<file path="config.mk">
export PLATFORM = sky130hd
export DESIGN_NAME = ppm_pin_mode_ctrl
export DESIGN_NICKNAME = d
export VERILOG_FILES = /design/src/ppm_pkg.sv /design/src/ppm_pin_mode_ctrl.sv
export SDC_FILE = /design/constraint.sdc
export NUM_CORES = 1
export LEC_CHECK = 0
export BUFFER_PORTS_ARGS = -buffer_cell sky130_fd_sc_hd__buf_2
export CAP_MARGIN = 20
export CORE_MARGIN = 4
export CORE_UTILIZATION = 35
export DETAILED_ROUTE_END_ITERATION = 8
export PLACE_DENSITY = 0.58
export SLEW_MARGIN = 20
export SYNTH_ARGS = -nofsm -noshare
export SYNTH_HDL_FRONTEND = slang
export SYNTH_SLANG_ARGS = --single-unit
export TNS_END_PERCENT = 5
</file>
<file path="constraint.sdc">
create_clock -name clk_sys_i -period 3 [get_ports clk_sys_i]
set_clock_uncertainty 0.1 [all_clocks]
set_input_delay 0.6 -clock clk_sys_i [delete_from_list [all_inputs] [get_ports clk_sys_i]]
set_output_delay 0.6 -clock clk_sys_i [all_outputs]
set_load 0.05 [all_outputs]
</file>
<file path="src/ppm_pkg.sv">
// Constants and types for the transceiver pin mode and strap controller.
// Assumes a single 250 MHz system clock drives every register.
package ppm_pkg;

  // Clock and reset stretch timing
  localparam int CLK_PERIOD_NS = 4;
  localparam int RST_EXT_NS = 258000;
  // Least time, so round up to whole cycles
  localparam int RST_EXT_CYC =
    (RST_EXT_NS + CLK_PERIOD_NS - 1) / CLK_PERIOD_NS;
  localparam int RST_CNT_W = 17;
  localparam logic [RST_CNT_W-1:0] RST_CNT_LAST = 17'h00001;

  // MII and LED geometry
  localparam int MII_NIB_W = 4;
  localparam int LED_NUM = 3;
  localparam int LED_SEL_W = 2;

  // Strap bit positions, taken from the LED pins at reset end
  localparam int STRAP_AN_BIT = 0;
  localparam int STRAP_SPD_BIT = 1;
  localparam int STRAP_FDX_BIT = 2;

  // Per-LED status selections
  localparam logic [LED_SEL_W-1:0] LED_OPT_LINK = 2'h0;
  localparam logic [LED_SEL_W-1:0] LED_OPT_SPEED = 2'h1;
  localparam logic [LED_SEL_W-1:0] LED_OPT_DUPLEX = 2'h2;
  localparam logic [LED_SEL_W-1:0] LED_OPT_ACT = 2'h3;

  // Pin operating modes
  typedef enum logic [2:0] {
    MD_NORMAL = 3'b000,
    MD_HWRST  = 3'b001,
    MD_SFTPD  = 3'b010,
    MD_HWPD   = 3'b011,
    MD_ISO    = 3'b100,
    MD_SLEEP  = 3'b101
  } ppm_mode_t;

  // Line condition resolution states
  typedef enum logic [1:0] {
    LK_IDLE = 2'b00,
    LK_NEG  = 2'b01,
    LK_UP   = 2'b10
  } ppm_link_t;

endpackage : ppm_pkg

</file>
<file path="src/ppm_pin_mode_ctrl.sv">
// Pin mode controller: MII pin states per mode, reset stretch, LED
// strap capture and LED drive, line condition resolution, test port edges.
// Assumes every input is synchronous to clk_sys_i, test clock included.
`timescale 1ns/10ps

// Overview of operation
// - Reset, soft power-down, sleep drive MII data outputs low
// - Weak pull-down on transmit inputs in low modes
// - Hardware power-down floats every MII and LED pin, no pulls
// - Isolate floats outputs and clocks with pull-down
// - Test data input sampled on test clock rise
// - Test data output changes on test clock fall
// - Each LED shows one selected status condition
// - LED pins read straps first, then drive
// - Straps pick forced mode, else negotiate or detect
// - Negotiate using link pulse bursts with capable partner
// - Parallel detect: link pulses 10, idles 100
// - Half and full duplex at both speeds
// - Reset pin OR soft bit, stretched 258 us
module ppm_pin_mode_ctrl
  import ppm_pkg::*;
#(
  parameter int RST_CYC = RST_EXT_CYC  // Reset stretch in clocks
) (
  input wire logic clk_sys_i,                   // System clock
  input wire logic resetn_i,                    // Async reset, low
  input wire logic soft_reset_i,                // Control reset bit
  input wire logic hardware_power_down_mode_i,  // Power-down pin
  input wire logic soft_power_down_mode_i,      // Soft power-down
  input wire logic isolate_i,                   // Isolate request
  input wire logic sleep_i,                     // Sleep request
  input wire logic [MII_NIB_W-1:0] core_rxd_i,  // Core receive data
  input wire logic core_rx_dv_i,                // Core receive valid
  input wire logic core_rx_er_i,                // Core receive error
  input wire logic core_col_i,                  // Core collision
  input wire logic core_crs_i,                  // Core carrier sense
  input wire logic core_tx_clk_i,               // Core transmit clock
  input wire logic core_rx_clk_i,               // Core receive clock
  output logic [MII_NIB_W-1:0] mii_rxd_o,       // Receive data pins
  output logic mii_rx_dv_o,                     // Receive valid pin
  output logic mii_rx_er_o,                     // Receive error pin
  output logic mii_col_o,                       // Collision pin
  output logic mii_crs_o,                       // Carrier sense pin
  output logic mii_tx_clk_o,                    // Transmit clock pin
  output logic mii_rx_clk_o,                    // Receive clock pin
  output logic mii_out_oe_o,                    // Output pins driven
  output logic mii_out_pd_o,                    // Output weak pulls
  output logic mii_tx_pd_o,                     // Tx input weak pulls
  input wire logic [LED_NUM-1:0] led_pin_i,     // LED pin levels
  output logic [LED_NUM-1:0] led_pin_o,         // LED pin drive
  output logic [LED_NUM-1:0] led_pin_oe_o,      // LED pin enables
  input wire logic [LED_NUM*LED_SEL_W-1:0] led_sel_i, // LED selects
  input wire logic activity_i,                  // Line activity
  input wire logic partner_flp_i,               // Partner bursts seen
  input wire logic an_complete_i,               // Negotiation done
  input wire logic an_speed100_i,               // Negotiated 100
  input wire logic an_full_dx_i,                // Negotiated full
  input wire logic nlp_det_i,                   // Link pulses seen
  input wire logic idle_det_i,                  // Idle symbols seen
  input wire logic link_lost_i,                 // Line dropped
  output logic flp_tx_en_o,                     // Send pulse bursts
  output logic link_up_o,                       // Line resolved
  output logic speed100_o,                      // 100 Mbps selected
  output logic full_dx_o,                       // Full duplex
  output logic an_enable_o,                     // Strap: negotiate
  input wire logic tck_i,                       // Test clock level
  input wire logic tdi_i,                       // Test data in
  output logic tdo_o                            // Test data out
);

  // Picks one status condition for an LED
  function automatic logic led_pick(input logic [LED_SEL_W-1:0] sel,
                                    input logic lnk, input logic spd,
                                    input logic fdx, input logic act);
    logic v;
    v = lnk;
    case (sel)
      LED_OPT_LINK: v = lnk;
      LED_OPT_SPEED: v = spd;
      LED_OPT_DUPLEX: v = fdx;
      LED_OPT_ACT: v = act;
      default: v = lnk;
    endcase
    return v;
  endfunction : led_pick

  logic [RST_CNT_W-1:0] rst_cnt_r, rst_cnt_nxt;
  logic [LED_NUM-1:0] strap_r, strap_nxt;
  logic in_rst;
  ppm_mode_t mode_w;

  // Reset stretch: the pin reset and the soft bit both restart it
  always_comb begin
    rst_cnt_nxt = rst_cnt_r;
    strap_nxt = strap_r;
    if (soft_reset_i) begin
      rst_cnt_nxt = RST_CNT_W'(RST_CYC);
    end else if (rst_cnt_r != '0) begin
      rst_cnt_nxt = rst_cnt_r - RST_CNT_W'(1);
    end
    // LED drivers are off in reset, so the straps are readable here
    if (rst_cnt_r == RST_CNT_LAST && !soft_reset_i) begin
      strap_nxt = led_pin_i;
    end
  end

  always_ff @(posedge clk_sys_i or negedge resetn_i) begin
    if (!resetn_i) begin
      rst_cnt_r <= RST_CNT_W'(RST_CYC);
      strap_r <= '0;
    end else begin
      rst_cnt_r <= rst_cnt_nxt;
      strap_r <= strap_nxt;
    end
  end

  assign in_rst = (rst_cnt_r != '0);
  assign an_enable_o = strap_r[STRAP_AN_BIT];

  // Mode priority; power-down first since it must cut every pull
  always_comb begin
    if (hardware_power_down_mode_i) begin
      mode_w = MD_HWPD;
    end else if (in_rst) begin
      mode_w = MD_HWRST;
    end else if (isolate_i) begin
      mode_w = MD_ISO;
    end else if (soft_power_down_mode_i) begin
      mode_w = MD_SFTPD;
    end else if (sleep_i) begin
      mode_w = MD_SLEEP;
    end else begin
      mode_w = MD_NORMAL;
    end
  end

  logic [MII_NIB_W-1:0] rxd_r, rxd_nxt;
  logic dv_r, dv_nxt, er_r, er_nxt, col_r, col_nxt, crs_r, crs_nxt;
  logic txc_r, txc_nxt, rxc_r, rxc_nxt;
  logic oe_r, oe_nxt, opd_r, opd_nxt, tpd_r, tpd_nxt;

  // MII pin states per mode; all registered to keep glitches off pins
  always_comb begin
    rxd_nxt = core_rxd_i;
    dv_nxt = core_rx_dv_i;
    er_nxt = core_rx_er_i;
    col_nxt = core_col_i;
    crs_nxt = core_crs_i;
    txc_nxt = core_tx_clk_i;
    rxc_nxt = core_rx_clk_i;
    oe_nxt = 1'b1;
    opd_nxt = 1'b0;
    tpd_nxt = 1'b1;
    case (mode_w)
      MD_NORMAL: tpd_nxt = 1'b0;
      MD_HWRST, MD_SFTPD, MD_SLEEP: begin
        rxd_nxt = '0;
        dv_nxt = 1'b0;
        er_nxt = 1'b0;
        col_nxt = 1'b0;
        crs_nxt = 1'b0;
        if (mode_w == MD_HWRST) begin
          txc_nxt = 1'b1;
          rxc_nxt = 1'b1;
        end else if (mode_w == MD_SLEEP) begin
          txc_nxt = 1'b0;
          rxc_nxt = 1'b0;
        end
      end
      MD_ISO: begin
        oe_nxt = 1'b0;
        opd_nxt = 1'b1;
      end
      MD_HWPD: begin
        oe_nxt = 1'b0;
        tpd_nxt = 1'b0;
      end
      default: begin
        oe_nxt = 1'b0;
        tpd_nxt = 1'b0;
      end
    endcase
  end

  always_ff @(posedge clk_sys_i or negedge resetn_i) begin
    if (!resetn_i) begin
      rxd_r <= '0;
      dv_r <= 1'b0;
      er_r <= 1'b0;
      col_r <= 1'b0;
      crs_r <= 1'b0;
      txc_r <= 1'b1;
      rxc_r <= 1'b1;
      oe_r <= 1'b1;
      opd_r <= 1'b0;
      tpd_r <= 1'b1;
    end else begin
      rxd_r <= rxd_nxt;
      dv_r <= dv_nxt;
      er_r <= er_nxt;
      col_r <= col_nxt;
      crs_r <= crs_nxt;
      txc_r <= txc_nxt;
      rxc_r <= rxc_nxt;
      oe_r <= oe_nxt;
      opd_r <= opd_nxt;
      tpd_r <= tpd_nxt;
    end
  end

  assign mii_rxd_o = rxd_r;
  assign mii_rx_dv_o = dv_r;
  assign mii_rx_er_o = er_r;
  assign mii_col_o = col_r;
  assign mii_crs_o = crs_r;
  assign mii_tx_clk_o = txc_r;
  assign mii_rx_clk_o = rxc_r;
  assign mii_out_oe_o = oe_r;
  assign mii_out_pd_o = opd_r;
  assign mii_tx_pd_o = tpd_r;

  ppm_link_t lk_r, lk_nxt;
  logic up_r, up_nxt, spd_r, spd_nxt, fdx_r, fdx_nxt, flp_r, flp_nxt;

  // Line resolution: forced by strap, negotiated, or parallel detect
  always_comb begin
    lk_nxt = lk_r;
    up_nxt = up_r;
    spd_nxt = spd_r;
    fdx_nxt = fdx_r;
    flp_nxt = 1'b0;
    case (lk_r)
      LK_IDLE: begin
        up_nxt = 1'b0;
        if (!in_rst && !strap_r[STRAP_AN_BIT]) begin
          lk_nxt = LK_UP;
          up_nxt = 1'b1;
          spd_nxt = strap_r[STRAP_SPD_BIT];
          fdx_nxt = strap_r[STRAP_FDX_BIT];
        end else if (!in_rst) begin
          lk_nxt = LK_NEG;
          flp_nxt = 1'b1;
        end
      end
      LK_NEG: begin
        flp_nxt = 1'b1;
        if (an_complete_i) begin
          lk_nxt = LK_UP;
          up_nxt = 1'b1;
          flp_nxt = 1'b0;
          spd_nxt = an_speed100_i;
          fdx_nxt = an_full_dx_i;
        end else if (!partner_flp_i && (idle_det_i || nlp_det_i)) begin
          lk_nxt = LK_UP;
          up_nxt = 1'b1;
          flp_nxt = 1'b0;
          spd_nxt = idle_det_i;                     // Idles win over pulses
          fdx_nxt = 1'b0;                           // Detect gives half
        end
      end
      LK_UP: begin
        if (link_lost_i) begin
          lk_nxt = LK_IDLE;
          up_nxt = 1'b0;
        end
      end
      default: begin
        lk_nxt = LK_IDLE;
        up_nxt = 1'b0;
      end
    endcase
    if (in_rst) begin
      lk_nxt = LK_IDLE;
      up_nxt = 1'b0;
      flp_nxt = 1'b0;
    end
  end

  always_ff @(posedge clk_sys_i or negedge resetn_i) begin
    if (!resetn_i) begin
      lk_r <= LK_IDLE;
      up_r <= 1'b0;
      spd_r <= 1'b0;
      fdx_r <= 1'b0;
      flp_r <= 1'b0;
    end else begin
      lk_r <= lk_nxt;
      up_r <= up_nxt;
      spd_r <= spd_nxt;
      fdx_r <= fdx_nxt;
      flp_r <= flp_nxt;
    end
  end

  assign link_up_o = up_r;
  assign speed100_o = spd_r;
  assign full_dx_o = fdx_r;
  assign flp_tx_en_o = flp_r;

  logic [LED_NUM-1:0] led_r, led_nxt, led_oe_r, led_oe_nxt;

  // LEDs: released during reset to read straps, floated in power-down
  always_comb begin
    for (int i = 0; i < LED_NUM; i++) begin
      led_nxt[i] = led_pick(led_sel_i[i*LED_SEL_W +: LED_SEL_W],
                            up_r, spd_r, fdx_r, activity_i);
    end
    led_oe_nxt = (mode_w == MD_HWRST || mode_w == MD_HWPD) ?
                 '0 : '1;
  end

  always_ff @(posedge clk_sys_i or negedge resetn_i) begin
    if (!resetn_i) begin
      led_r <= '0;
      led_oe_r <= '0;
    end else begin
      led_r <= led_nxt;
      led_oe_r <= led_oe_nxt;
    end
  end

  assign led_pin_o = led_r;
  assign led_pin_oe_o = led_oe_r;

  logic tck_d_r, tck_d_nxt, tap_r, tap_nxt, tdo_r, tdo_nxt;
  logic tck_rise, tck_fall;

  // Test port edges seen on the sampled test clock; a one-bit bypass
  assign tck_rise = tck_i && !tck_d_r;
  assign tck_fall = !tck_i && tck_d_r;
  always_comb begin
    tck_d_nxt = tck_i;
    tap_nxt = tck_rise ? tdi_i : tap_r;
    tdo_nxt = tck_fall ? tap_r : tdo_r;
  end

  always_ff @(posedge clk_sys_i or negedge resetn_i) begin
    if (!resetn_i) begin
      tck_d_r <= 1'b0;
      tap_r <= 1'b0;
      tdo_r <= 1'b0;
    end else begin
      tck_d_r <= tck_d_nxt;
      tap_r <= tap_nxt;
      tdo_r <= tdo_nxt;
    end
  end

  assign tdo_o = tdo_r;
endmodule : ppm_pin_mode_ctrl

</file>
* Word-level counts from Yosys, hierarchy flattened *
Cells that the tools add are included.

storage, ports and cells
  logic and storage cells = 120
  register bits after elaboration = 48
  bits of input ports = 36

cells by class
  equality and inequality tests = 21
  reduce and logical (&&, ||, !) cells = 26
  multiplexer cells = 50
  add/subtract/negate cells = 1

operator list
  cell                                                  count
  two-way mux 17 bit                                    2
  two-way mux 1 bit                                     28
  two-way mux 3 bit                                     6
  equality test 17 x 1 -> 1 bit, second input constant  1
  nonzero test 17 bit                                   1
  subtractor 17 x 1 -> 17 bit, second input constant    1
  equality test 2 bit, second input constant            7
  one-hot mux 1 bit (4 select lines)                    3
  two-way mux 2 bit                                     5
  equality test 2 x 1 -> 1 bit, second input constant   4
  logical NOT 2 bit                                     4
  OR reduction 4 bit                                    2
  equality test 3 x 2 -> 1 bit, second input constant   2
  equality test 3 bit, second input constant            2
  logical NOT 1 bit                                     6
  != test 3 bit, second input constant                  2
  one-hot mux 1 bit (2 select lines)                    3
  one-hot mux 2 bit (3 select lines)                    1
  logical AND 1 bit                                     5
  two-way mux 4 bit                                     1
  != test 4 bit, second input constant                  1
  nonzero test 2 bit                                    2
  equality test 3 x 1 -> 1 bit, second input constant   1
  logical NOT 3 bit                                     1
  6 further kinds                                       7

* Logic depth before layout (Yosys ltp) *
  word-level depth = 9
  depth in mapped cells = 7
  depth with buffers taken out = 7

* Worst setup path before layout *
OpenSTA, ideal clock, no wires.

  path type = flip-flop to flip-flop
  from = register rst_cnt_r[5]
  to = register rst_cnt_r[6]
  data arrival time = 2.029 ns
  data required time = 2.812 ns
  path buffers = 1
  setup slack = 0.783 ns
  stages on the path, launching flop included = 7
  path through = dfstp_2 -> or4_1 -> buf_2 -> or4_4 -> o21ai_2 -> nor4_1 -> or3_1

on the way
  cells in the longest elaborated chain, start to end = 3
  elaborated cells between the ends (all ways) = 5

RTL lines
  element                      line                      RTL
  start: declaration           ppm_pin_mode_ctrl.sv:87   logic [RST_CNT_W-1:0] rst_cnt_r, rst_cnt_nxt;
  start signal: assignment     ppm_pin_mode_ctrl.sv:109  rst_cnt_r <= RST_CNT_W'(RST_CYC);
  start signal: assignment     ppm_pin_mode_ctrl.sv:112  rst_cnt_r <= rst_cnt_nxt;
  subtractor 17 x 1 -> 17 bit  ppm_pin_mode_ctrl.sv:99   rst_cnt_nxt = rst_cnt_r - RST_CNT_W'(1);
  two-way mux 17 bit           ppm_pin_mode_ctrl.sv:98   end else if (rst_cnt_r != '0) begin
  two-way mux 17 bit           ppm_pin_mode_ctrl.sv:96   if (soft_reset_i) begin

Several ways; a longest one is shown, not always the timed one. The select of a mux whose other input is x is not followed.
A chain may end at the register's enable or synchronous reset.

* Worst setup path after layout *
Ends and elaborated chain as after synthesis.

==> results.yml <==
floorplanning:
  die_h_um: 84.8
  start_util_pct: 36.8
  die-width_um: 84.8
  rows: 27
  die_area_mm2: 0.00718
  core_mm2: 0.00561
  io_pins: 61
cells_and_area:
  fillerInstances: 572
  final_cells: 308
  design_area_mm2: 0.00250
  antenna_cells: 0
  regArea_mm2: 0.00115
  area_growth_pct: 21.1
  final_common_cell: "buf_2"
  post-route-util_pct: 44.5
  drive_gt1_share_pct: 42.8
  final_cell_mix: "buf_2 (60), dfrtp_1 (29), dfstp_2 (16)"
  multi_input_area_um2: 856
  nets: 274
clock_tree:
  clk_path_buf_depth: 2
  cts_buffers: 5
  clk_latency_ps: 300
  cts_root_buf: "clkbuf_8"
  h-tree-depth: 2
  clkSlewWorstSetupHoldPaths_ps: 80
  postCtsResizedCells: 0
  postCtsHoldBufs: 0
  tritoncts: "built"
  post-cts-setup-buffers: 0
  numClockSinks: 45
critical_path:
  critPathBufInv: 0
  critPathMaxFanout: 7
  criticalPathCategory: "flip-flop to flip-flop"
  crit_required_ps: 3120
  cp_slowest_stage_delay_ps: 660
  cp_cell_sequence: "or4_1 -> or4_4 -> o21ai_2 -> nor4_1 -> or3_1"
  cpLargestDelayFamily: "simple AND/OR/NAND/NOR gates"
  crit_path_start_kind: "flip-flop"
  cp.arrival_ps: 2490
  worst_path_max_delay_cell: "or4_1"
  endpoint_kind: "flip-flop"
timing:
  fmax_mhz: 422
  setup_viol_count_final: 0
  period_share_pct: 78.9
  hold_viol: 0
  timing.slew.headroom_pct: 35.8
  worst_pin_slew_ps: 962
  finalSetupTns_ps: 0
  fin_crit_ps: 2370
  final_max_slew_viol_count: 0
  rsz0062_at_grt: "false"
power:
  irDropWorstVdd_mv: 0.204
  p_comb_share_pct: 14.1
  switching_share_pct: 28.0
  p_leak_nw: 1.09
  power.internal_mw: 0.858
  p_switching_mw: 0.334
  clkPwrFrac_pct: 31.2
  p_per_area_mw_per_mm2: 477
  p_seq_share_pct: 54.7
global_route:
  grt_pass1_wl_mm: 6.96
  grt_pass1_vias: 1488
  globalRoute.totalOverflow: 0
  grt_start_max_net_pins: 46
  antenna_found_initial: 0
  track_usage_pct: 11.8
run:
  drv_cap: 0
synthesis:
  synth_edf_count: 0
  netlist_instances: 177
  synth_cell_types: 39
  synthesis.area_mm2: 0.00206
  ys.flop_type: "dfrtp_1"
  synth_seq_cells: 45
  syn-num-nets: 216
  async_flop_share_pct: 100
  synth_warnings: 0
  synth-seq-area-share_pct: 55.6
  synth_area_per_cell_um2: 11.6
drt:
  vias_per_cell: 4.89
  drc: 0
  wl_mm: 3.99
  drt-wirelength-per-cell_um: 13.0
  antenna_left: 0
  drtPass1Iterations: 4
  drt_iter0_drc: 72
  vias: 1505
worst_hold_path:
  hold_class: "primary input to flip-flop"
placed_design:
  placed_cells: 300
  gp_congestion: 0.749
  dpl_cell_area_mm2: 0.00241
  io_buffers: 60
  post-dp-hpwl_mm: 2.98
run_status:
  status: "finished clean"
==> stage by stage <==
step	hold slack, ps	setup slack [ps]	power, mW
2_1_floorplan	204	783	0.768
3_5_place_dp	395	621	0.835
4_1_cts	322	615	1.21
5_1_grt	312	474	1.26
6_report	330	632	1.19
3_3_place_gp	386	620	0.833
==> final timing paths <==
check,start,endpoint,slack [ps],depth (start not counted)
worst min register to register,tap_r$_DFFE_PN0P_,tap_r$_DFFE_PN0P_,410,1
worst max register to register,rst_cnt_r[5]$_DFFE_PN1P_,rst_cnt_r[6]$_DFFE_PN1P_,630,5
min in group asynchronous,resetn_i,mii_rxd_o[2]$_DFF_PN0_,350,1
worst min-delay path,tck_i,tck_d_r$_DFF_PN0_,330,1
worst max-delay path,rst_cnt_r[5]$_DFFE_PN1P_,rst_cnt_r[6]$_DFFE_PN1P_,630,5
max in group asynchronous,resetn_i,rst_cnt_r[10]$_DFFE_PN0P_,1850,1
==> final cells by class <==
class	count	area share, %
inverters	4	0.601
clock inverters	3	0.852
repair buffers	60	12.0
clock buffers	5	2.76
multi-input cells	119	34.3
well taps	72	3.61
flip-flops and latches	45	45.9
==> power by group through the flow <==
stage	clock network (mW)	registers, mW	logic [mW]
finish	0.372	0.652	0.168
global route	0.418	0.658	0.184
CTS	0.389	0.653	0.172
detailed placement	0	0.664	0.172
global placement	0	0.664	0.170
floorplan	0	0.718	0.0503
==> cells by family (layout without fill, tap and decap cells) <==
kind of cell	Yosys count	after routing	share of synthesized area, %
muxes	12	12	8.07
DFF	45	45	55.6
buffers and inverters	13	72	2.91
xor gates and xnor gates	5	5	2.12
adders and majority gates	3	3	1.82
AOI/OAI and AO/OA	30	30	9.77
and+or+nand+nor	69	69	19.7
==> Yosys cell counts (5+ instances only) <==
cell type	count	area, µm²
dfrtp_1	29	726
a21oi_1	10	50.1
nor2b_1	10	62.6
nand3_1	6	30.0
nor2_1	10	37.5
mux2_2	7	78.8
nor3_1	9	45.0
nor4_1	5	31.3
nand2b_1	6	37.5
o21ai_0	6	30.0
dfstp_2	16	420
or3_1	5	31.3
==> worst reg2reg max path: stages (launching register included) <==
cell     delay [ps]
dfstp_2         400
or4_1           660
or4_4           500
o21ai_2         240
nor4_1           70
or3_1           340
==> sequential cells by signal (all words and copies together), names as in the netlist, 2 cells and up <==
register and count:
mii_rxd_o 4, led_pin_o 3, rst_cnt_r 17, strap_r 3, lk_r 2
==> layer usage <==
| layer | share of wire (%) | global-route usage, % | wire length (µm) |
|---|---|---|---|
| met1 | 45 | 15.7 | 1790 |
| met2 | 48 | 18.6 | 1930 |
| met3 | 5.4 | 2.94 | 214 |
| met4 | 1.5 | 4.75 | 58 |
| met5 | 0 | 0 | 0 |
No activity file was read; power rests on OpenSTA's default activity.
